===== config.mk =====
export PLATFORM = sky130hd
export DESIGN_NAME = relay_scan_seq
export DESIGN_NICKNAME = d
export VERILOG_FILES = /design/src/pkg/scan_seq_pkg.sv /design/src/rtl/relay_scan_seq.sv
export SDC_FILE = /design/constraint.sdc
export NUM_CORES = 1
export LEC_CHECK = 0
export ABC_AREA = 0
export BUFFER_PORTS_ARGS = -buffer_cell sky130_fd_sc_hd__buf_4
export CORE_ASPECT_RATIO = 1.2
export CORE_MARGIN = 10
export CORE_UTILIZATION = 59
export DETAILED_ROUTE_END_ITERATION = 10
export GPL_ROUTABILITY_DRIVEN = 0
export PLACE_DENSITY = 0.8
export SETUP_SLACK_MARGIN = 0.1
export SLEW_MARGIN = 20
export SYNTH_ARGS = -nofsm -noshare
export SYNTH_HDL_FRONTEND = slang
export SYNTH_SLANG_ARGS = --single-unit

===== constraint.sdc =====
create_clock -name mclk -period 11.39 [get_ports mclk]
set_input_delay 0.5695 -clock mclk [delete_from_list [all_inputs] [get_ports mclk]]
set_output_delay 0.5695 -clock mclk [all_outputs]
set_load 0.01 [all_outputs]

===== src/pkg/scan_seq_pkg.sv =====
// constants and types shared by the relay scan sequencer
package scan_seq_pkg;
  // ----------------------------------------
  // register byte addresses on the apb side
  // ----------------------------------------
  localparam logic [7:0] ADDR_CMD = 8'h00; // command word, write only
  localparam logic [7:0] ADDR_STAT = 8'h04; // status, write 1 clears flags
  localparam logic [7:0] ADDR_CFG = 8'h08; // settings readback
  localparam logic [7:0] ADDR_QRY = 8'h0c; // last query answer
  // ----------------------------------------
  // command word layout
  // ----------------------------------------
  localparam int LINK_LO = 0;
  localparam int LINK_HI = 1;
  localparam int KIND_LO = 2;
  localparam int KIND_HI = 3;
  localparam int SUB_LO = 4;
  localparam int SUB_HI = 7;
  localparam int LEAF_LO = 8;
  localparam int LEAF_HI = 11;
  localparam int ARG_LO = 16;
  localparam int ARG_HI = 31;
  localparam int ENT_CHAN_HI = 5; // list entry: channel in arg[5:0]
  localparam int ENT_CARD_LO = 6; // list entry: card in arg[12:6]
  localparam int ENT_CARD_HI = 12;
  localparam int LINE_HI = 2; // trigger source arg: line in arg[2:0]
  localparam int SRC_LO = 4; // trigger source arg: code in arg[6:4]
  localparam int SRC_HI = 6;
  // link of a command to the one before it on the line
  localparam logic [1:0] LINK_ROOT = 2'h0; // first on a line
  localparam logic [1:0] LINK_SAME = 2'h1; // after a bare semicolon
  localparam logic [1:0] LINK_REROOT = 2'h2; // after semicolon and colon
  localparam logic [1:0] LINK_COMMON = 2'h3; // star-prefixed common command
  // argument kinds
  localparam logic [1:0] KIND_NUM = 2'h0;
  localparam logic [1:0] KIND_MIN = 2'h1;
  localparam logic [1:0] KIND_MAX = 2'h2;
  localparam logic [1:0] KIND_AUTO = 2'h3;
  // subsystems, and common operations in the same field
  localparam logic [3:0] SUB_ARM = 4'h1;
  localparam logic [3:0] SUB_DISP = 4'h2;
  localparam logic [3:0] SUB_INIT = 4'h3;
  localparam logic [3:0] SUB_ABORT = 4'h4;
  localparam logic [3:0] SUB_TRIG = 4'h5;
  localparam logic [3:0] SUB_ROUTE = 4'h6;
  localparam logic [3:0] COM_RST = 4'h1;
  localparam logic [3:0] COM_TRG = 4'h2;
  // leaves inside a subsystem
  localparam logic [3:0] LF_COUNT = 4'h0; // arm count set
  localparam logic [3:0] LF_COUNT_Q = 4'h1; // arm count query
  localparam logic [3:0] LF_MON_CARD = 4'h0; // monitor card select
  localparam logic [3:0] LF_MON_STATE = 4'h1; // monitor on/off
  localparam logic [3:0] LF_CONT = 4'h0; // continuous on/off
  localparam logic [3:0] LF_CONT_Q = 4'h1; // continuous query
  localparam logic [3:0] LF_IMM = 4'h2; // initiate
  localparam logic [3:0] LF_SOURCE = 4'h0; // trigger source
  localparam logic [3:0] LF_CLOSE = 4'h0; // close one channel
  localparam logic [3:0] LF_SCAN_CLR = 4'h1; // empty the channel list
  localparam logic [3:0] LF_SCAN_ADD = 4'h2; // append one list entry
  // trigger sources
  localparam logic [2:0] SRC_IMM = 3'h0;
  localparam logic [2:0] SRC_BUS = 3'h1;
  localparam logic [2:0] SRC_EXT = 3'h2;
  localparam logic [2:0] SRC_HOLD = 3'h3;
  localparam logic [2:0] SRC_LINE = 3'h4;
  // ranges and reset values
  localparam logic [14:0] CNT_MIN = 15'h0001;
  localparam logic [14:0] CNT_MAX = 15'h7fff;
  localparam logic [6:0] CARD_MIN = 7'h01;
  localparam logic [6:0] CARD_MAX = 7'h63;
  localparam logic [5:0] CHAN_MAX = 6'h1f;
  localparam int LIST_DEPTH = 8;
  localparam logic [3:0] LIST_FULL = 4'h8;
  // scan sequencer states
  typedef enum logic [1:0] {
    ST_IDLE = 2'b01,
    ST_RUN = 2'b10
  } scan_state_t;
endpackage


===== src/rtl/relay_scan_seq.sv =====
// relay scan sequencer with linked command decode and apb registers
//
// Overview of operation
// - common and subsystem commands run in order
// - semicolon-colon link restarts at root level
// - bare semicolon keeps the previous subsystem
// - abort stops bus/hold scan, kills list
// - interface clear stops a running scan
// - noncontinuous scan repeats 1..32767 cycles
// - counts outside 1..32767 are rejected
// - count query answers current, 1, 32767
// - monitor card 1..99 or auto-tracked
// - monitor mode switched by boolean argument
// - monitor shows closed channels of card
// - continuous scan wraps to first channel
// - finished noncontinuous scan opens last channel
// - continuous query answers 1 or 0
// - initiate closes first, trigger advances one
// - initiate with bad list flags error
// - immediate trigger source is the default
// - source is bus, ext, hold, imm, line
// - entries are card 01..99, channel 00..31
`timescale 1ns/1ps
`default_nettype none
module relay_scan_seq
  import scan_seq_pkg::*;
(
  // clock and reset
  input wire logic mclk,
  input wire logic reset,
  // apb slave
  input wire logic psel,
  input wire logic penable,
  input wire logic pwrite,
  input wire logic [7:0] paddr,
  input wire logic [31:0] pwdata,
  output logic [31:0] prdata,
  output logic pready,
  output logic pslverr,
  // trigger and clear pins, asynchronous
  input wire logic ext_trig_in,
  input wire logic [7:0] backplane_trigger_line,
  input wire logic ifc_clear_in,
  // relay drive and monitor display
  output logic scan_active,
  output logic relay_close,
  output logic [6:0] relay_card,
  output logic [4:0] relay_chan,
  output logic mon_enable,
  output logic [6:0] mon_card,
  output logic [31:0] mon_mask
);
  // ----------------------------------------
  // helpers
  // ----------------------------------------
  // card number inside the addressable range
  function automatic logic card_ok(input logic [6:0] c);
    card_ok = (c >= CARD_MIN) && (c <= CARD_MAX);
  endfunction

  // ----------------------------------------
  // pin synchronisers
  // ----------------------------------------
  logic [9:0] sync1_ff; // first stage, read only by sync2_ff
  logic [9:0] sync2_ff; // settled copy of {ifc, ext, lines}
  logic [9:0] sync3_ff; // delayed copy for edge detection
  logic [9:0] nxt_sync1, nxt_sync2, nxt_sync3;
  logic [9:0] pin_rise; // rising edges of the settled pins

  // two flops before any logic looks at a pin
  always_comb begin
    nxt_sync1 = {ifc_clear_in, ext_trig_in, backplane_trigger_line};
    nxt_sync2 = sync1_ff;
    nxt_sync3 = sync2_ff;
    pin_rise = sync2_ff & ~sync3_ff;
  end

  always_ff @(posedge mclk or posedge reset) begin
    if (reset) begin
      sync1_ff <= '0;
      sync2_ff <= '0;
      sync3_ff <= '0;
    end else begin
      sync1_ff <= nxt_sync1;
      sync2_ff <= nxt_sync2;
      sync3_ff <= nxt_sync3;
    end
  end

  // ----------------------------------------
  // sequencer state
  // ----------------------------------------
  scan_state_t state_ff, nxt_state;
  logic [3:0] ctx_ff, nxt_ctx; // subsystem of the last command
  logic [14:0] count_ff, nxt_count; // cycles per initiate
  logic [14:0] cycles_ff, nxt_cycles; // cycles finished so far
  logic cont_ff, nxt_cont; // continuous scanning
  logic mon_ff, nxt_mon; // monitor mode
  logic auto_ff, nxt_auto; // monitor follows last switched card
  logic [6:0] sel_card_ff, nxt_sel_card; // fixed monitor card
  logic [6:0] last_card_ff, nxt_last_card; // last switched card
  logic [2:0] src_ff, nxt_src; // trigger source
  logic [2:0] line_ff, nxt_line; // backplane line number
  logic [6:0] lcard_ff [LIST_DEPTH]; // channel list storage
  logic [4:0] lchan_ff [LIST_DEPTH];
  logic [6:0] nxt_lcard [LIST_DEPTH];
  logic [4:0] nxt_lchan [LIST_DEPTH];
  logic [3:0] len_ff, nxt_len; // entries in the list
  logic list_ok_ff, nxt_list_ok; // list definition is valid
  logic [2:0] idx_ff, nxt_idx; // entry now closed
  logic [2:0] err_ff, nxt_err; // sticky {cmd, list, count} errors
  logic [15:0] qry_ff, nxt_qry; // last query answer
  logic run_ff, close_ff, ren_ff;
  logic [6:0] rcard_ff, mcard_ff;
  logic [4:0] rchan_ff;
  logic [31:0] mask_ff, nxt_mask;
  logic [6:0] nxt_mcard;
  logic nxt_close; // next relay drive
  logic [6:0] nxt_rcard; // next closed card
  logic [4:0] nxt_rchan; // next closed channel
  // decode of the command being written
  logic cmd_fire, is_common, bus_trg, trig, stop_req, at_last, last_cycle;
  logic [3:0] sub, leaf;
  logic [1:0] kind;
  logic [15:0] arg;
  logic [6:0] ecard;
  logic [5:0] echan;
  logic [2:0] stat_clr;

  // command word decode and trigger selection
  always_comb begin
    cmd_fire = psel & penable & pready & pwrite & (paddr == ADDR_CMD);
    stat_clr = '0;
    if (psel & penable & pready & pwrite & (paddr == ADDR_STAT)) begin
      stat_clr = pwdata[2:0];
    end
    is_common = pwdata[LINK_HI:LINK_LO] == LINK_COMMON;
    // bare semicolon reuses the stored subsystem
    sub = (pwdata[LINK_HI:LINK_LO] == LINK_SAME) ? ctx_ff : pwdata[SUB_HI:SUB_LO];
    leaf = pwdata[LEAF_HI:LEAF_LO];
    kind = pwdata[KIND_HI:KIND_LO];
    arg = pwdata[ARG_HI:ARG_LO];
    ecard = arg[ENT_CARD_HI:ENT_CARD_LO];
    echan = arg[ENT_CHAN_HI:0];
    bus_trg = cmd_fire & is_common & (pwdata[SUB_HI:SUB_LO] == COM_TRG);
    // the selected source drives the scan
    case (src_ff)
      SRC_IMM: trig = 1'b1; // internal trigger every cycle
      SRC_BUS: trig = bus_trg;
      SRC_EXT: trig = pin_rise[8];
      SRC_LINE: trig = pin_rise[line_ff];
      default: trig = 1'b0; // hold: only abort, clear or common reset end it
    endcase
    // abort acts only for bus or hold; clear always
    stop_req = (cmd_fire & ~is_common & (sub == SUB_ABORT) & ((src_ff == SRC_BUS) | (src_ff == SRC_HOLD)))
      | sync2_ff[9];
    at_last = {1'b0, idx_ff} == (len_ff - 4'h1);
    last_cycle = (cycles_ff + 15'h0001) == count_ff;
  end

  // next values of the sequencer and the settings
  always_comb begin
    nxt_state = state_ff;
    nxt_ctx = ctx_ff;
    nxt_count = count_ff;
    nxt_cycles = cycles_ff;
    nxt_cont = cont_ff;
    nxt_mon = mon_ff;
    nxt_auto = auto_ff;
    nxt_sel_card = sel_card_ff;
    nxt_last_card = last_card_ff;
    nxt_src = src_ff;
    nxt_line = line_ff;
    nxt_lcard = lcard_ff;
    nxt_lchan = lchan_ff;
    nxt_len = len_ff;
    nxt_list_ok = list_ok_ff;
    nxt_idx = idx_ff;
    nxt_err = err_ff & ~stat_clr;
    nxt_qry = qry_ff;
    nxt_close = close_ff;
    nxt_rcard = rcard_ff;
    nxt_rchan = rchan_ff;
    // one command per write keeps linked commands in order
    if (cmd_fire & is_common) begin
      if (pwdata[SUB_HI:SUB_LO] == COM_RST) begin
        nxt_state = ST_IDLE; // common reset restores defaults
        nxt_count = CNT_MIN;
        nxt_cont = 1'b0;
        nxt_mon = 1'b0;
        nxt_auto = 1'b1;
        nxt_src = SRC_IMM;
        nxt_close = 1'b0;
      end
    end else if (cmd_fire) begin
      nxt_ctx = sub; // root or re-rooted link names its own subsystem
      if (sub == SUB_ARM && leaf == LF_COUNT) begin
        if (kind == KIND_MIN) begin
          nxt_count = CNT_MIN;
        end else if (kind == KIND_MAX) begin
          nxt_count = CNT_MAX;
        end else if (kind == KIND_NUM && arg != 16'h0000 && !arg[15]) begin
          nxt_count = arg[14:0];
        end else begin
          nxt_err[0] = 1'b1; // out of range, count kept
        end
      end else if (sub == SUB_ARM && leaf == LF_COUNT_Q) begin
        nxt_qry = (kind == KIND_MIN) ? {1'b0, CNT_MIN} : (kind == KIND_MAX) ? {1'b0, CNT_MAX} : {1'b0, count_ff};
      end else if (sub == SUB_DISP && leaf == LF_MON_CARD) begin
        if (kind == KIND_AUTO) begin
          nxt_auto = 1'b1;
        end else if (card_ok(arg[6:0]) && arg[15:7] == 9'h000) begin
          nxt_auto = 1'b0;
          nxt_sel_card = arg[6:0];
        end else begin
          nxt_err[2] = 1'b1;
        end
      end else if (sub == SUB_DISP && leaf == LF_MON_STATE) begin
        nxt_mon = arg != 16'h0000; // any non-zero is on
      end else if (sub == SUB_INIT && leaf == LF_CONT) begin
        nxt_cont = arg != 16'h0000;
      end else if (sub == SUB_INIT && leaf == LF_CONT_Q) begin
        nxt_qry = {15'h0000, cont_ff};
      end else if (sub == SUB_INIT && leaf == LF_IMM && !stop_req) begin
        if (list_ok_ff && len_ff != 4'h0) begin
          nxt_state = ST_RUN; // close the first entry
          nxt_idx = '0;
          nxt_cycles = '0;
          nxt_close = 1'b1;
          nxt_rcard = lcard_ff[0];
          nxt_rchan = lchan_ff[0];
          nxt_last_card = lcard_ff[0];
        end else begin
          nxt_err[1] = 1'b1; // scan refused
        end
      end else if (sub == SUB_TRIG && leaf == LF_SOURCE) begin
        nxt_src = arg[SRC_HI:SRC_LO];
        nxt_line = arg[LINE_HI:0];
      end else if (sub == SUB_ROUTE && leaf == LF_CLOSE) begin
        if (card_ok(ecard) && echan <= CHAN_MAX) begin
          nxt_close = 1'b1;
          nxt_rcard = ecard;
          nxt_rchan = echan[4:0];
          nxt_last_card = ecard; // tracked for auto monitor
        end else begin
          nxt_err[2] = 1'b1;
        end
      end else if (sub == SUB_ROUTE && leaf == LF_SCAN_CLR && state_ff == ST_IDLE) begin
        nxt_len = '0;
        nxt_list_ok = 1'b1;
      end else if (sub == SUB_ROUTE && leaf == LF_SCAN_ADD && state_ff == ST_IDLE) begin
        // entry must be card 1..99, channel 0..31
        if (card_ok(ecard) && echan <= CHAN_MAX && len_ff != LIST_FULL) begin
          nxt_lcard[len_ff[2:0]] = ecard;
          nxt_lchan[len_ff[2:0]] = echan[4:0];
          nxt_len = len_ff + 4'h1;
        end else begin
          nxt_list_ok = 1'b0;
        end
      end else if (sub != SUB_ABORT) begin
        nxt_err[2] = 1'b1; // unknown command
      end
    end
    // stepping and stopping of a running scan
    if (state_ff == ST_RUN) begin
      if (stop_req) begin
        nxt_state = ST_IDLE;
        nxt_close = 1'b0;
        if (!sync2_ff[9]) begin
          nxt_list_ok = 1'b0; // abort invalidates the list
        end
      end else if (trig && !at_last) begin
        nxt_idx = idx_ff + 3'h1; // one entry per trigger
      end else if (trig && cont_ff) begin
        nxt_idx = '0; // wrap forever
      end else if (trig && last_cycle) begin
        nxt_state = ST_IDLE;
        nxt_close = 1'b0; // last entry opened at the end
      end else if (trig) begin
        nxt_idx = '0; // next of the programmed cycles
        nxt_cycles = cycles_ff + 15'h0001;
      end
      if (nxt_state == ST_RUN) begin
        nxt_rcard = lcard_ff[nxt_idx];
        nxt_rchan = lchan_ff[nxt_idx];
        nxt_last_card = lcard_ff[nxt_idx];
      end
    end
  end

  // monitor view of the closed channel on the shown card
  always_comb begin
    nxt_mcard = auto_ff ? last_card_ff : sel_card_ff;
    nxt_mask = '0;
    if (mon_ff && close_ff && rcard_ff == nxt_mcard) begin
      nxt_mask[rchan_ff] = 1'b1;
    end
  end

  // settings reset to their defaults
  always_ff @(posedge mclk or posedge reset) begin
    if (reset) begin
      state_ff <= ST_IDLE;
      ctx_ff <= SUB_ROUTE;
      count_ff <= CNT_MIN;
      cycles_ff <= '0;
      cont_ff <= 1'b0;
      mon_ff <= 1'b0;
      auto_ff <= 1'b1;
      sel_card_ff <= CARD_MIN;
      last_card_ff <= CARD_MIN;
      src_ff <= SRC_IMM;
      line_ff <= '0;
      lcard_ff <= '{default: '0};
      lchan_ff <= '{default: '0};
      len_ff <= '0;
      list_ok_ff <= 1'b0;
      idx_ff <= '0;
      err_ff <= '0;
      qry_ff <= '0;
      run_ff <= 1'b0;
      close_ff <= 1'b0;
      rcard_ff <= '0;
      rchan_ff <= '0;
      ren_ff <= 1'b0;
      mcard_ff <= '0;
      mask_ff <= '0;
    end else begin
      state_ff <= nxt_state;
      ctx_ff <= nxt_ctx;
      count_ff <= nxt_count;
      cycles_ff <= nxt_cycles;
      cont_ff <= nxt_cont;
      mon_ff <= nxt_mon;
      auto_ff <= nxt_auto;
      sel_card_ff <= nxt_sel_card;
      last_card_ff <= nxt_last_card;
      src_ff <= nxt_src;
      line_ff <= nxt_line;
      lcard_ff <= nxt_lcard;
      lchan_ff <= nxt_lchan;
      len_ff <= nxt_len;
      list_ok_ff <= nxt_list_ok;
      idx_ff <= nxt_idx;
      err_ff <= nxt_err;
      qry_ff <= nxt_qry;
      run_ff <= nxt_state == ST_RUN;
      close_ff <= nxt_close;
      rcard_ff <= nxt_rcard;
      rchan_ff <= nxt_rchan;
      ren_ff <= nxt_mon;
      mcard_ff <= nxt_mcard;
      mask_ff <= nxt_mask;
    end
  end

  // ----------------------------------------
  // apb slave, one wait-free access phase
  // ----------------------------------------
  logic [31:0] rdata_ff, nxt_rdata;
  logic rdy_ff, nxt_rdy, serr_ff, nxt_serr;

  // answer prepared in the setup cycle, shown in the access cycle
  always_comb begin
    nxt_rdy = psel & ~penable;
    nxt_serr = 1'b0;
    nxt_rdata = '0;
    if (psel & ~penable) begin
      if (paddr == ADDR_CMD) begin
        nxt_serr = ~pwrite; // command word cannot be read
      end else if (paddr == ADDR_STAT) begin
        nxt_rdata = {9'h000, cycles_ff, 1'b0, idx_ff, err_ff, run_ff};
      end else if (paddr == ADDR_CFG) begin
        nxt_rdata = {1'b0, line_ff, src_ff, sel_card_ff, auto_ff, mon_ff, cont_ff, count_ff};
      end else if (paddr == ADDR_QRY) begin
        nxt_rdata = {16'h0000, qry_ff};
      end else begin
        nxt_serr = 1'b1; // unmapped address
      end
    end
  end

  always_ff @(posedge mclk or posedge reset) begin
    if (reset) begin
      rdata_ff <= '0;
      rdy_ff <= 1'b0;
      serr_ff <= 1'b0;
    end else begin
      rdata_ff <= nxt_rdata;
      rdy_ff <= nxt_rdy;
      serr_ff <= nxt_serr;
    end
  end

  // outputs straight from flops
  assign prdata = rdata_ff;
  assign pready = rdy_ff;
  assign pslverr = serr_ff;
  assign scan_active = run_ff;
  assign relay_close = close_ff;
  assign relay_card = rcard_ff;
  assign relay_chan = rchan_ff;
  assign mon_enable = ren_ff;
  assign mon_card = mcard_ff;
  assign mon_mask = mask_ff;
endmodule
`default_nettype wire


==> results.md, run 1 <==
- Part of the total power dissipated in sequential elements: 0.490
- Fillcell total: 1691
- Worst path required time: 11820 ps
- Share of the yosys chip area belonging to registers: 0.5286
- Internal Pwr Total: approximately 0.0017 W
- Worst min-delay path class: in -> reg
- Maximum clock skew at final layout: between 20 and 30 ps
- Worst vdd ir: 0.0001332 V
- Syn avg cell area: 10.58 um^2
- Max_slew headroom: 0.2826
- Dominant cell type by count on the critical path: nand2_1
- Clock sink count: 296
- Initial antenna violation count: 0
- Cell type of the slowest stage on the worst timing path: nor2b_1
- Commonest non-fill, non-tap cell in the layout: dfrtp_1
- Met3 WL: 2413 um
- DIE WIDTH: between 150 and 200 um
- Arrival time of data at the critical path endpoint: 5360 ps
- Clock tree root driver cell: clkbuf_16
- Async set-or-reset flop fraction in the synthesized netlist: 1.000
- Slew Viols, Final: 0
- Achievable clock frequency: between 0.2 and 0.25 GHz
- Growth of design area from synthesis to finish: 15.57%
- Pwr/cell area: 133.2 mW/mm^2
- Crit end category: register
- Flip-flop and latch count after synthesis: approximately 300
- Cell Chain, Critical Path: inv_1 > ha_1 > xor2_1 > nand2_1 > a2111oi_0 > a21boi_1 > nand4_4 > a31oi_1 > nor2b_1 > a22oi_2 > nand2_1 > a22oi_1
- Buffering stage count on the worst path with inverters included: 1
- Total detailed-routing wirelength: 36660 um
- Leakage power summed over all cells: 7.790 nW
- Via count of the first global-routing pass: 10773
- Number of detailed-route iterations in the first pass: 5
- CP startpoint kind: register
- Share of Yosys cell area claimed by the top area cell type: 0.5155
- Count of instances resized after the clock tree is built: 0
- Die Outline Area: a little over 0.03 mm^2
- First-iteration detailed-routing DRC count: 789
- Final setup violating endpoints: 0
- Largest driver fanout on the critical path: 12
- Crit path setup slack, layout: 6462 ps
- Count of antenna-violating nets left after detailed routing: 0
- # hold bufs at CTS: 0
- EDFF count, synth: 0
- Worst setup path class: reg -> reg
- Floorplan Core Area: 0.02328 mm^2
- Number of diodes: 0
- Post-Synthesis Cell Area: 0.01403 mm^2
- Synth warnings: 0
- TritonCTS clock tree: built
- Primary flip-flop cell chosen by synthesis mapping: dfrtp_1
- Post-synthesis net count: 1386
- Cell types with the largest area share after synthesis: dfrtp_1 (52%), mux2_2 (9.3%), o21ai_0 (4.1%)
- Number of instances in the synthesized netlist: about 1300
- Starting Density: 0.6027
- Io pins: 143
- Clock latency of the later-clocked register in the worst-skew pair: roughly 570 ps
- Total chip power: 0.002160 W
- Depth of the CTS H-tree: 1
- Buffer count from post-CTS setup fixing: 0
- Setup total negative slack: 0 ps
- Distinct cell type count after synthesis: 77
- Pin slew with the least headroom to its limit: 1071 ps
- Count of endpoints failing hold in the final timing report: 0
- Vias: 10767
- Aggregate global-route resource usage: 0.2348
- Clock edge transition at the registers on the reported setup and hold paths: 60 ps
- Total DRC errors in the routed layout: 0
- Largest net degree at the start of global routing: 150
- Cell row count: 61
- Port buffer count: 137
- Switching fraction of total power: 0.2188
- Switching power of the nets: between 0.0004 and 0.0005 W
- Worst Hold Margin: between 100 and 150 ps
- RSZ-0062 raised after global routing: false
- Worst-case setup slack after placement: 6569 ps
- Max Cap Viol: 0
- First-pass GRT wire length: 58550 um
- Number of buffers inserted during clock tree synthesis: 29
- Part of the total power dissipated in the clock network: 0.472
- CP delay by family, top: compound AO/OA/AOI/OAI gates
- Maximum number of buffers from clock root to sink: 3
- Ratio of final minimum period to clock period: 0.4327
- Top cell type by total area after synthesis: dfrtp_1
- WL/cell: 20.81 um
- Worst stage delay on the critical path: 870 ps
- Layout Nets: 1484
- Top routing layer in use: met4
- Metal2 WL: about 18000 um
- Status: completed
- Via-per-instance ratio: 6.111
- Most frequent cells in the layout: dfrtp_1 (289), buf_4 (152), nand2_1 (135)
- Die boundary height: between 150 and 200 um
- Layout cells sized above 1: 0.2474
- DP HPWL: 25670 um
- Remaining Overflow, GRT: 0
- Post-route minimum period: 4928 ps
- DRT met1 WL: 14550 um
- Logic pwr share: 0.037
[metrics by stage]
step,cell area (um^2),instances,utilization
finish,16210,1762,0.6965
global placement,15180,1708,0.6521
global route,16210,1762,0.6965
floorplan,14030,1326,-
detailed placement,15180,1708,0.6521
CTS,16210,1762,0.6965
[power groups by stage]
stage | clock network (W) | registers (W) | logic, W
6_report | 0.00102 | 0.00106 | 0.0000810
5_1_grt | 0.00107 | 0.00106 | 0.0000895
4_1_cts | 0.00103 | 0.00106 | 0.0000811
3_5_place_dp | 0 | 0.00108 | 0.0000807
3_3_place_gp | 0 | 0.00108 | 0.0000788
2_1_floorplan | 0 | 0.00108 | 0.0000456
[per-layer routing]
layer	vias to the layer above	global-route usage
met5	-	0
met4	0	0.1009
met3	89	0.03646
met2	443	0.3985
met1	5293	0.2924
li1	4942	-
[kinds of logic (layout without fill, tap and decap cells)]
logic type               count (synthesis)  in the layout  share of synthesized area
AND/OR/NAND/NOR                        443            443                     0.1559
flip-flops                             296            296                     0.5286
AO/OA/AOI/OAI                          283            283                     0.1315
multiplexers                           163            163                     0.1266
buffers and inverters                  105            226                    0.03398
XOR/XNOR                                30             30                    0.01873
adder cells (fa/ha/maj)                  5              5                   0.004459
other                                    1              1                  0.0002673
[sequential cells by signal, indices dropped and copies added (netlist names), 3 cells and up]
| name | cells |
|---|---|
| count_ff | 15 |
| ctx_ff | 4 |
| cycles_ff | 15 |
| err_ff | 3 |
| idx_ff | 3 |
| last_card_ff | 7 |
| lcard_ff | 56 |
| lchan_ff | 40 |
| len_ff | 4 |
| line_ff | 3 |
| mon_card | 7 |
| mon_mask | 32 |
| nxt_sync2 | 10 |
| nxt_sync3 | 10 |
| prdata | 31 |
| qry_ff | 15 |
| relay_card | 7 |
| relay_chan | 5 |
| sel_card_ff | 7 |
| src_ff | 3 |
| sync3_ff | 9 |
[area by class of cell]
| type | count | area [um^2] | area share |
|---|---|---|---|
| clock buffers | 39 | 833.3 | 0.05139 |
| clock inverters | 15 | 201.4 | 0.01242 |
| inverters | 20 | 82.58 | 0.005093 |
| multi-input cells | 925 | 6146 | 0.3790 |
| flip-flops and latches | 296 | 7416 | 0.4574 |
| well taps | 315 | 394.1 | 0.02431 |
| repair buffers | 152 | 1141 | 0.07038 |
[worst reg2reg max path, stage by stage, from the launching register on]
cell and delay (ps):
dfrtp_1 550, inv_1 120, ha_1 340, xor2_1 160, nand2_1 90, a2111oi_0 830, a21boi_1 370, nand4_4 250
a31oi_1 760, nor2b_1 870, a22oi_2 200, nand2_1 180, a22oi_1 100
[cell usage after synthesis (4+ instances only)]
cell type / count
dfrtp_1: 289
nand2_1: 135
nor2_1: 117
mux2_2: 116
o21ai_0: 116
clkbuf_1: 54
mux2i_1: 47
a21oi_1: 37
a22oi_1: 30
nand3_1: 28
nor3_1: 27
inv_1: 20
xnor2_1: 19
nand2b_1: 17
and3_1: 16
nor2b_1: 16
nand4_1: 15
o31ai_1: 15
a211oi_1: 13
buf_2: 12
or3_1: 12
xor2_1: 11
buf_1: 8
nor4_1: 8
o22ai_1: 8
a221oi_1: 7
buf_6: 7
dfstp_2: 7
nand3b_1: 7
and2_1: 6
o211ai_1: 6
a22oi_2: 5
a31oi_1: 5
ha_1: 5
or3b_2: 5
and4_1: 4
buf_4: 4
nor3b_1: 4
nor4b_1: 4
or2_2: 4
or4_1: 4
[final timing paths]
| kind | start | endpoint | slack [ps] | cells past startpoint |
|---|---|---|---|---|
| min reg2reg | nxt_sync2[6]$_DFF_PP0_ | nxt_sync3[6]$_DFF_PP0_ | 350 | 0 |
| min | ext_trig_in | nxt_sync2[8]$_DFF_PP0_ | 120 | 1 |
| max in group asynchronous | reset | cycles_ff[3]$_DFF_PP0_ | 9680 | 3 |
| max | len_ff[0]$_DFFE_PP0P_ | relay_card[0]$_DFF_PP0_ | 6460 | 12 |
| max reg2reg | len_ff[0]$_DFFE_PP0P_ | relay_card[0]$_DFF_PP0_ | 6460 | 12 |
| min in group asynchronous | reset | lcard_ff[28]$_DFFE_PP0P_ | 190 | 2 |
No activity file was read; power rests on OpenSTA's default activity.
==> inputs of run 2 (changes only) <==
--- a/config.mk
+++ b/config.mk
@@ -5,7 +5,7 @@
 export SDC_FILE = /design/constraint.sdc
 export NUM_CORES = 1
 export LEC_CHECK = 0
-export ABC_AREA = 0
+export ABC_AREA = 1
 export BUFFER_PORTS_ARGS = -buffer_cell sky130_fd_sc_hd__buf_4
 export CORE_ASPECT_RATIO = 1.2
 export CORE_MARGIN = 10
==> constraint.sdc (replaced) <==
create_clock -name mclk -period 4.7 [get_ports mclk]
set_input_delay 0.235 -clock mclk [delete_from_list [all_inputs] [get_ports mclk]]
set_output_delay 0.235 -clock mclk [all_outputs]
set_load 0.01 [all_outputs]
==> run 2 against run 1 <==
Effect of this change: maximum frequency rose by 28%; synthesized area fell by 0.16%; setup slack got worse by 5600 ps; clock power rose by 120%.
==> results.md, run 2 <==
- Leakage power summed over all cells: 7.893 nW
- Clock tree root driver cell: clkbuf_16
- Worst Hold Launch: psel
- Largest net degree at the start of global routing: 139
- Number of instances in the synthesized netlist: 1674
- Remaining Overflow, GRT: 0
- Post-synthesis net count: 1734
- Cell Chain, Critical Path: ha_1 > nand3_2 > nor2_2 > nand3_1 > nand3_1 > nand2_1 > nor2_1 > nand2_1 > nor2_1 > nand4_1 > nand3_2 > nand2_2 > nand2_2 > buf_4 > nand2_1 > nand3_1 > nand3_1 > nand3_1 > nand2_1 > inv_1
- Maximum number of buffers from clock root to sink: 3
- Post-Layout Inst Area: around 0.016 mm^2
- CP startpoint kind: register
- Layout cells sized above 1: 0.1424
- Origin of the critical flop-to-flop path: cycles_ff[0]$_DFF_PP0_
- Crit path depth: 20
- Worst stage delay on the critical path: roughly 480 ps
- Depth of the CTS H-tree: 1
- EDFF count, synth: 0
- Starting Density: 0.6017
- Cell Area, Placed: 0.01519 mm^2
- Top post-synthesis cells by count: nand2_1 (386), dfrtp_1 (289), nand3_1 (190)
- Worst vdd ir: 0.0002352 V
- Vias: roughly 12000
- Floorplan Core Area: 0.02328 mm^2
- First-pass GRT wire length: 62560 um
- DIE WIDTH: ~160 um
- Pin slew with the least headroom to its limit: about 1100 ps
- Count of antenna-violating nets left after detailed routing: 0
- Synth warnings: 0
- DRT met1 WL: 14780 um
- RSZ-0062 raised after global routing: false
- CP delay by family, top: simple AND/OR/NAND/NOR gates
- TritonCTS clock tree: built
- Minimum setup slack among reg-to-reg paths: ~840 ps
- Count of endpoints failing hold in the final timing report: 0
- Clock sink count: 296
- Max_slew headroom: 0.2898
- End point of the most critical hold path: prdata[1]$_DFF_PP0_
- Worst Hold Margin: 13.49 ps
- Worst-case setup slack after placement: ~1100 ps
- Achievable clock frequency: 0.2593 GHz
- Cell type of the slowest stage on the worst timing path: dfrtp_1
- Count of instances resized after the clock tree is built: 0
- Most frequent cells in the layout: nand2_1 (386), dfrtp_1 (289), nand3_1 (190)
- Max Cap Viol: 0
- Syn avg cell area: roughly 8.4 um^2
- Crit end category: register
- Clock edge transition at the registers on the reported setup and hold paths: 60 ps
- Primary flip-flop cell chosen by synthesis mapping: dfrtp_1
- Largest register FFs: 56
- WL/cell: 18.04 um
- Flip-flop and latch count after synthesis: 296
- Worst setup path class: reg -> reg
- Slew Viols, Final: 0
- Crit path setup slack, layout: about 840 ps
- Share of the yosys chip area belonging to registers: 0.5294
- Via-per-instance ratio: 5.789
- Async set-or-reset flop fraction in the synthesized netlist: 1.000
- Met3 WL: 2714 um
- Number of buffers inserted during clock tree synthesis: 29
- Growth of design area from synthesis to finish: 16.21%
- Ratio of final minimum period to clock period: 0.8205
- Status: completed
- Share of Yosys cell area claimed by the top area cell type: 0.5163
- Share of the core filled with cells: 0.6993
- Distinct cell type count after synthesis: 57
- Port buffer count: 137
- Maximum clock skew at final layout: 10.06 ps
- Number of detailed-route iterations in the first pass: 6
- Top routing layer in use: met4
- Aggregate global-route resource usage: 0.2485
- DP HPWL: 27200 um
- First-iteration detailed-routing DRC count: 1062
- Cell row count: 61
- Worst hold path stage count: 3
- Initial antenna violation count: 0
- Dominant cell type by count on the critical path: nand3_1
- Top cell type by total area after synthesis: dfrtp_1
- Total DRC errors in the routed layout: 0
- Post-route minimum period: 3856 ps
- Register with the most flip-flops: lcard_ff
- Setup total negative slack: 0 ps
- Die boundary height: 188.8 um
- Worst reg2reg endpoint: relay_card[0]$_DFF_PP0_
- Number of diodes: 0
- Metal2 WL: 19370 um
- Clock latency of the later-clocked register in the worst-skew pair: 550 ps
- Largest driver fanout on the critical path: 31
- Post-Synthesis Cell Area: 0.01401 mm^2
- Layout Nets: 1862
- Buffering stage count on the worst path with inverters included: 2
- Arrival time of data at the critical path endpoint: 4350 ps
- Via count of the first global-routing pass: 12168
- Worst path required time: 5200 ps
- Commonest non-fill, non-tap cell in the layout: nand2_1
- Die Outline Area: 0.03033 mm^2
- Final setup violating endpoints: 0
- Total detailed-routing wirelength: 38490 um
- Worst min-delay path class: in -> reg
- Most numerous cell in the Yosys netlist: nand2_1
- Cell types with the largest area share after synthesis: dfrtp_1 (52%), nand2_1 (10%), nand3_1 (6.8%)
- Worst reg-to-reg path cell count: 20
- Pwr/cell area: 308.9 mW/mm^2
- Io pins: 143
## run 2: area by class of cell
class | instances | area, um^2
sequential | 296 | 7416
fill | 1855 | 7000
multi-input combinational | 1133 | 5592
timing repair buffer | 169 | 1329
clock buffer | 39 | 813.3
inverter | 173 | 658.1
tap | 315 | 394.1
clock inverter | 9 | 76.32
## run 2: worst register-to-register path: stages (launching register included)
cell and delay, ps:
dfrtp_1 480, ha_1 310, nand3_2 160, nor2_2 300, nand3_1 170, nand3_1 110, nand2_1 90, nor2_1 110
nand2_1 50, nor2_1 120, nand4_1 190, nand3_2 190, nand2_2 80, nand2_2 480, buf_4 370, nand2_1 70
nand3_1 90, nand3_1 150, nand3_1 180, nand2_1 70, inv_1 50
## run 2: worst max path at each step
stage	start	end
floorplan	reset	cont_ff$_DFFE_PP0P_
global placement	cycles_ff[0]$_DFF_PP0_	relay_chan[3]$_DFF_PP0_
detailed placement	cycles_ff[0]$_DFF_PP0_	relay_chan[3]$_DFF_PP0_
CTS	cycles_ff[0]$_DFF_PP0_	relay_chan[3]$_DFF_PP0_
global route	cycles_ff[0]$_DFF_PP0_	relay_chan[3]$_DFF_PP0_
finish	cycles_ff[0]$_DFF_PP0_	relay_card[0]$_DFF_PP0_
## run 2: cell families after synthesis
logic type                 Yosys count  synth area share
and+or+nand+nor                    811            0.2590
AOI/OAI and AO/OA                  303            0.1264
DFF                                296            0.5294
buffers and inverters              245           0.07235
xor gates and xnor gates            13          0.008129
adders and majority gates            5          0.004466
other                                1         0.0002677
## run 2: repair_timing
item,4_1_cts,5_1_grt
setup buffers,0,0
endpoints found under the hold margin,43,0
hold buffers,19,0
## run 2: metrics by stage
stage | power, W | instances
3_5_place_dp | 0.002857 | 2067
5_1_grt | 0.005188 | 2134
3_3_place_gp | 0.002853 | 2067
6_report | 0.005029 | 2134
2_1_floorplan | 0.002764 | 1674
4_1_cts | 0.005045 | 2134
## run 2: per-layer routing
metal / track usage / vias to the layer above
met5: 0 / -
met3: 0.03380 / 121
li1: - / 5810
met2: 0.4359 / 526
met1: 0.3002 / 5896
met4: 0.1043 / 0
## run 2: power breakdown
part	total, W	internal, W	switching (W)
Combinational	0.000259	0.0000775	0.000181
Sequential	0.00257	0.00256	0.00000472
Clock	0.00220	0.00125	0.000947
==> inputs of run 3 (changes only) <==
--- a/config.mk
+++ b/config.mk
@@ -5,7 +5,7 @@
 export SDC_FILE = /design/constraint.sdc
 export NUM_CORES = 1
 export LEC_CHECK = 0
-export ABC_AREA = 1
+export ABC_AREA = 0
 export BUFFER_PORTS_ARGS = -buffer_cell sky130_fd_sc_hd__buf_4
 export CORE_ASPECT_RATIO = 1.2
 export CORE_MARGIN = 10
==> constraint.sdc (replaced) <==
create_clock -name mclk -period 4 [get_ports mclk]
set_input_delay 0.2 -clock mclk [delete_from_list [all_inputs] [get_ports mclk]]
set_output_delay 0.2 -clock mclk [all_outputs]
set_load 0.01 [all_outputs]
==> run 3 against run 2 <==
Effect of this change: cell count shrank 15%; via count shrank 11%; routed wire length shrank 1.9%; critical path depth shrank 6; global-route usage shrank 0.64 points; maximum frequency grew 4.0%; sequential power grew 18%; clock skew grew 1.4 ps; core utilization grew 1.8 points; combinational power grew 2%; largest cell class unchanged; largest power group unchanged; highest routed layer unchanged.
==> results.md, run 3 (synthesis gave the netlist of run 1 again) <==
- Arrival time of data at the critical path endpoint: roughly 4200 ps
- Met3 demand-to-capacity share in global routing: 0.03819
- Pin slew with the least headroom to its limit: 946.8 ps
- Max Cap Viol: 0
- Via-per-instance ratio: 6.097
- Aggregate global-route resource usage: 0.2421
- Worst reg-to-reg path cell count: 14
- Maximum clock skew at final layout: 11.49 ps
- First-pass GRT wire length: ~60000 um
- Largest register FFs: between 50 and 60
- Cell Area, Placed: between 0.015 and 0.02 mm^2
- Layout cells sized above 1: 0.2565
- Total detailed-routing wirelength: 37760 um
- Achievable clock frequency: ~0.27 GHz
- Worst path required time: 4470 ps
- Crit end category: register
- GR Layer Usage met1: 0.2970
- Number of diodes: 0
- CP delay by family, top: compound AO/OA/AOI/OAI gates
- DIE WIDTH: 160.8 um
- Growth of design area from synthesis to finish: 18.99%
- Remaining Overflow, GRT: 0
- Vias: 11047
- Post-Layout Inst Area: 0.01669 mm^2
- WL/cell: ~21 um
- Io pins: approximately 140
- Worst setup path class: reg -> reg
- Cell type of the slowest stage on the worst timing path: dfrtp_2
- Via count of the first global-routing pass: 11315
- Largest net degree at the start of global routing: 87
- Register with the most flip-flops: lcard_ff
- Buffering stage count on the worst path with inverters included: 3
- Clock latency of the later-clocked register in the worst-skew pair: 560 ps
- Status: completed
- Cell Chain, Critical Path: inv_1 > ha_1 > xor2_2 > a211oi_1 > a2111oi_4 > buf_4 > a21boi_1 > and4_1 > o31ai_4 > buf_4 > mux2i_1 > a22oi_1 > nand2_1 > a22oi_1
- Initial antenna violation count: 0
- Total DRC errors in the routed layout: 0
- Crit path depth: 14
- Maximum number of buffers from clock root to sink: 3
- First-iteration detailed-routing DRC count: 911
- Floorplan Core Area: approximately 0.023 mm^2
- Worst min-delay path class: in -> reg
- Worst hold path stage count: 2
- Die boundary height: 188.9 um
- Slew Viols, Final: 0
- Worst vdd ir: 0.0003597 V
- DP HPWL: 26330 um
- Pwr/cell area: 364.6 mW/mm^2
- Starting Density: 0.6027
- Layout Nets: ~1500
- Clock sink count: 296
- Commonest non-fill, non-tap cell in the layout: dfrtp_1
- Leakage power summed over all cells: 8.008 nW
- Depth of the CTS H-tree: 1
- Clock edge transition at the registers on the reported setup and hold paths: 70 ps
- Count of antenna-violating nets left after detailed routing: 0
- Largest driver fanout on the critical path: 18
- Cell row count: 61
- Worst stage delay on the critical path: 480 ps
- Highest-utilization routing layer at the global route stage: met2
- Most frequent cells in the layout: dfrtp_1 (287), buf_4 (175), nand2_1 (135)
- Fraction of met2 tracks used by global routing: 0.4089
- Count of endpoints failing hold in the final timing report: 0
- Share of the core filled with cells: 0.7171
- Max_slew headroom: 0.3654
- Setup total negative slack: 0 ps
- Ratio of final minimum period to clock period: 0.9273
- Port buffer count: ~140
- TritonCTS clock tree: built
- Die Outline Area: approximately 0.030 mm^2
- Clock tree root driver cell: clkbuf_16
- Post-route minimum period: 3709 ps
- Number of buffers inserted during clock tree synthesis: 29
- Number of detailed-route iterations in the first pass: 7
- Final setup violating endpoints: 0
- RSZ-0062 raised after global routing: false
- CP startpoint kind: register
run 3: worst paths after layout:
check / to / slack (ps) / start
worst min-delay path: lcard_ff[54]$_DFFE_PP0P_ / 20 / pwdata[27]
worst max-delay path: last_card_ff[2]$_DFF_PP0_ / 290 / len_ff[0]$_DFFE_PP0P_
max in group asynchronous: sel_card_ff[0]$_DFFE_PP1P_ / 2560 / reset
worst max register to register: last_card_ff[2]$_DFF_PP0_ / 290 / len_ff[0]$_DFFE_PP0P_
min in group asynchronous: qry_ff[1]$_DFFE_PP0P_ / 400 / reset
worst min register to register: nxt_sync3[6]$_DFF_PP0_ / 340 / nxt_sync2[6]$_DFF_PP0_
run 3: area by class of cell:
class                   instances  area [um^2]
flip-flops and latches        296         7418
fillers                      1703         6585
multi-input cells             925         6178
repair buffers                203         1644
clock buffers                  42        814.5
well taps                     315        394.1
clock inverters                11        165.2
inverters                      20        78.83
run 3: power by group:
part | switching (W) | internal [W] | total, W
Sequential | 0.00000616 | 0.00301 | 0.00302
Combinational | 0.000172 | 0.0000904 | 0.000263
Clock | 0.00114 | 0.00167 | 0.00281
Total | 0.00132 | 0.00477 | 0.00609
run 3: what timing repair did:
| item | CTS | global route |
|---|---|---|
| endpoints found under the hold margin | 61 | 0 |
| setup endpoints to repair | 18 | 19 |
| hold buffers | 23 | 0 |
| gates cloned | 0 | 0 |
| setup buffers | 0 | 3 |
| pin swaps | 0 | 2 |
| gates resized for setup | 1 | 7 |
run 3: layer usage:
metal / share of wire / wire length [um]
met5: 0 / 0
met4: 0.048 / 1825
met3: 0.074 / 2780
met2: 0.50 / 18730
met1: 0.38 / 14430
run 3: stage by stage:
step	power [W]	hold WS, ps	worst slack, ps	std cells
2_1_floorplan	0.003202	231.4	-125.4	1326
3_3_place_gp	0.003305	309.3	189.0	1733
3_5_place_dp	0.003311	310.5	59.20	1733
4_1_cts	0.006121	0.08493	122.8	1809
5_1_grt	0.006287	22.91	98.33	1812
6_report	0.006087	18.97	290.7	1812
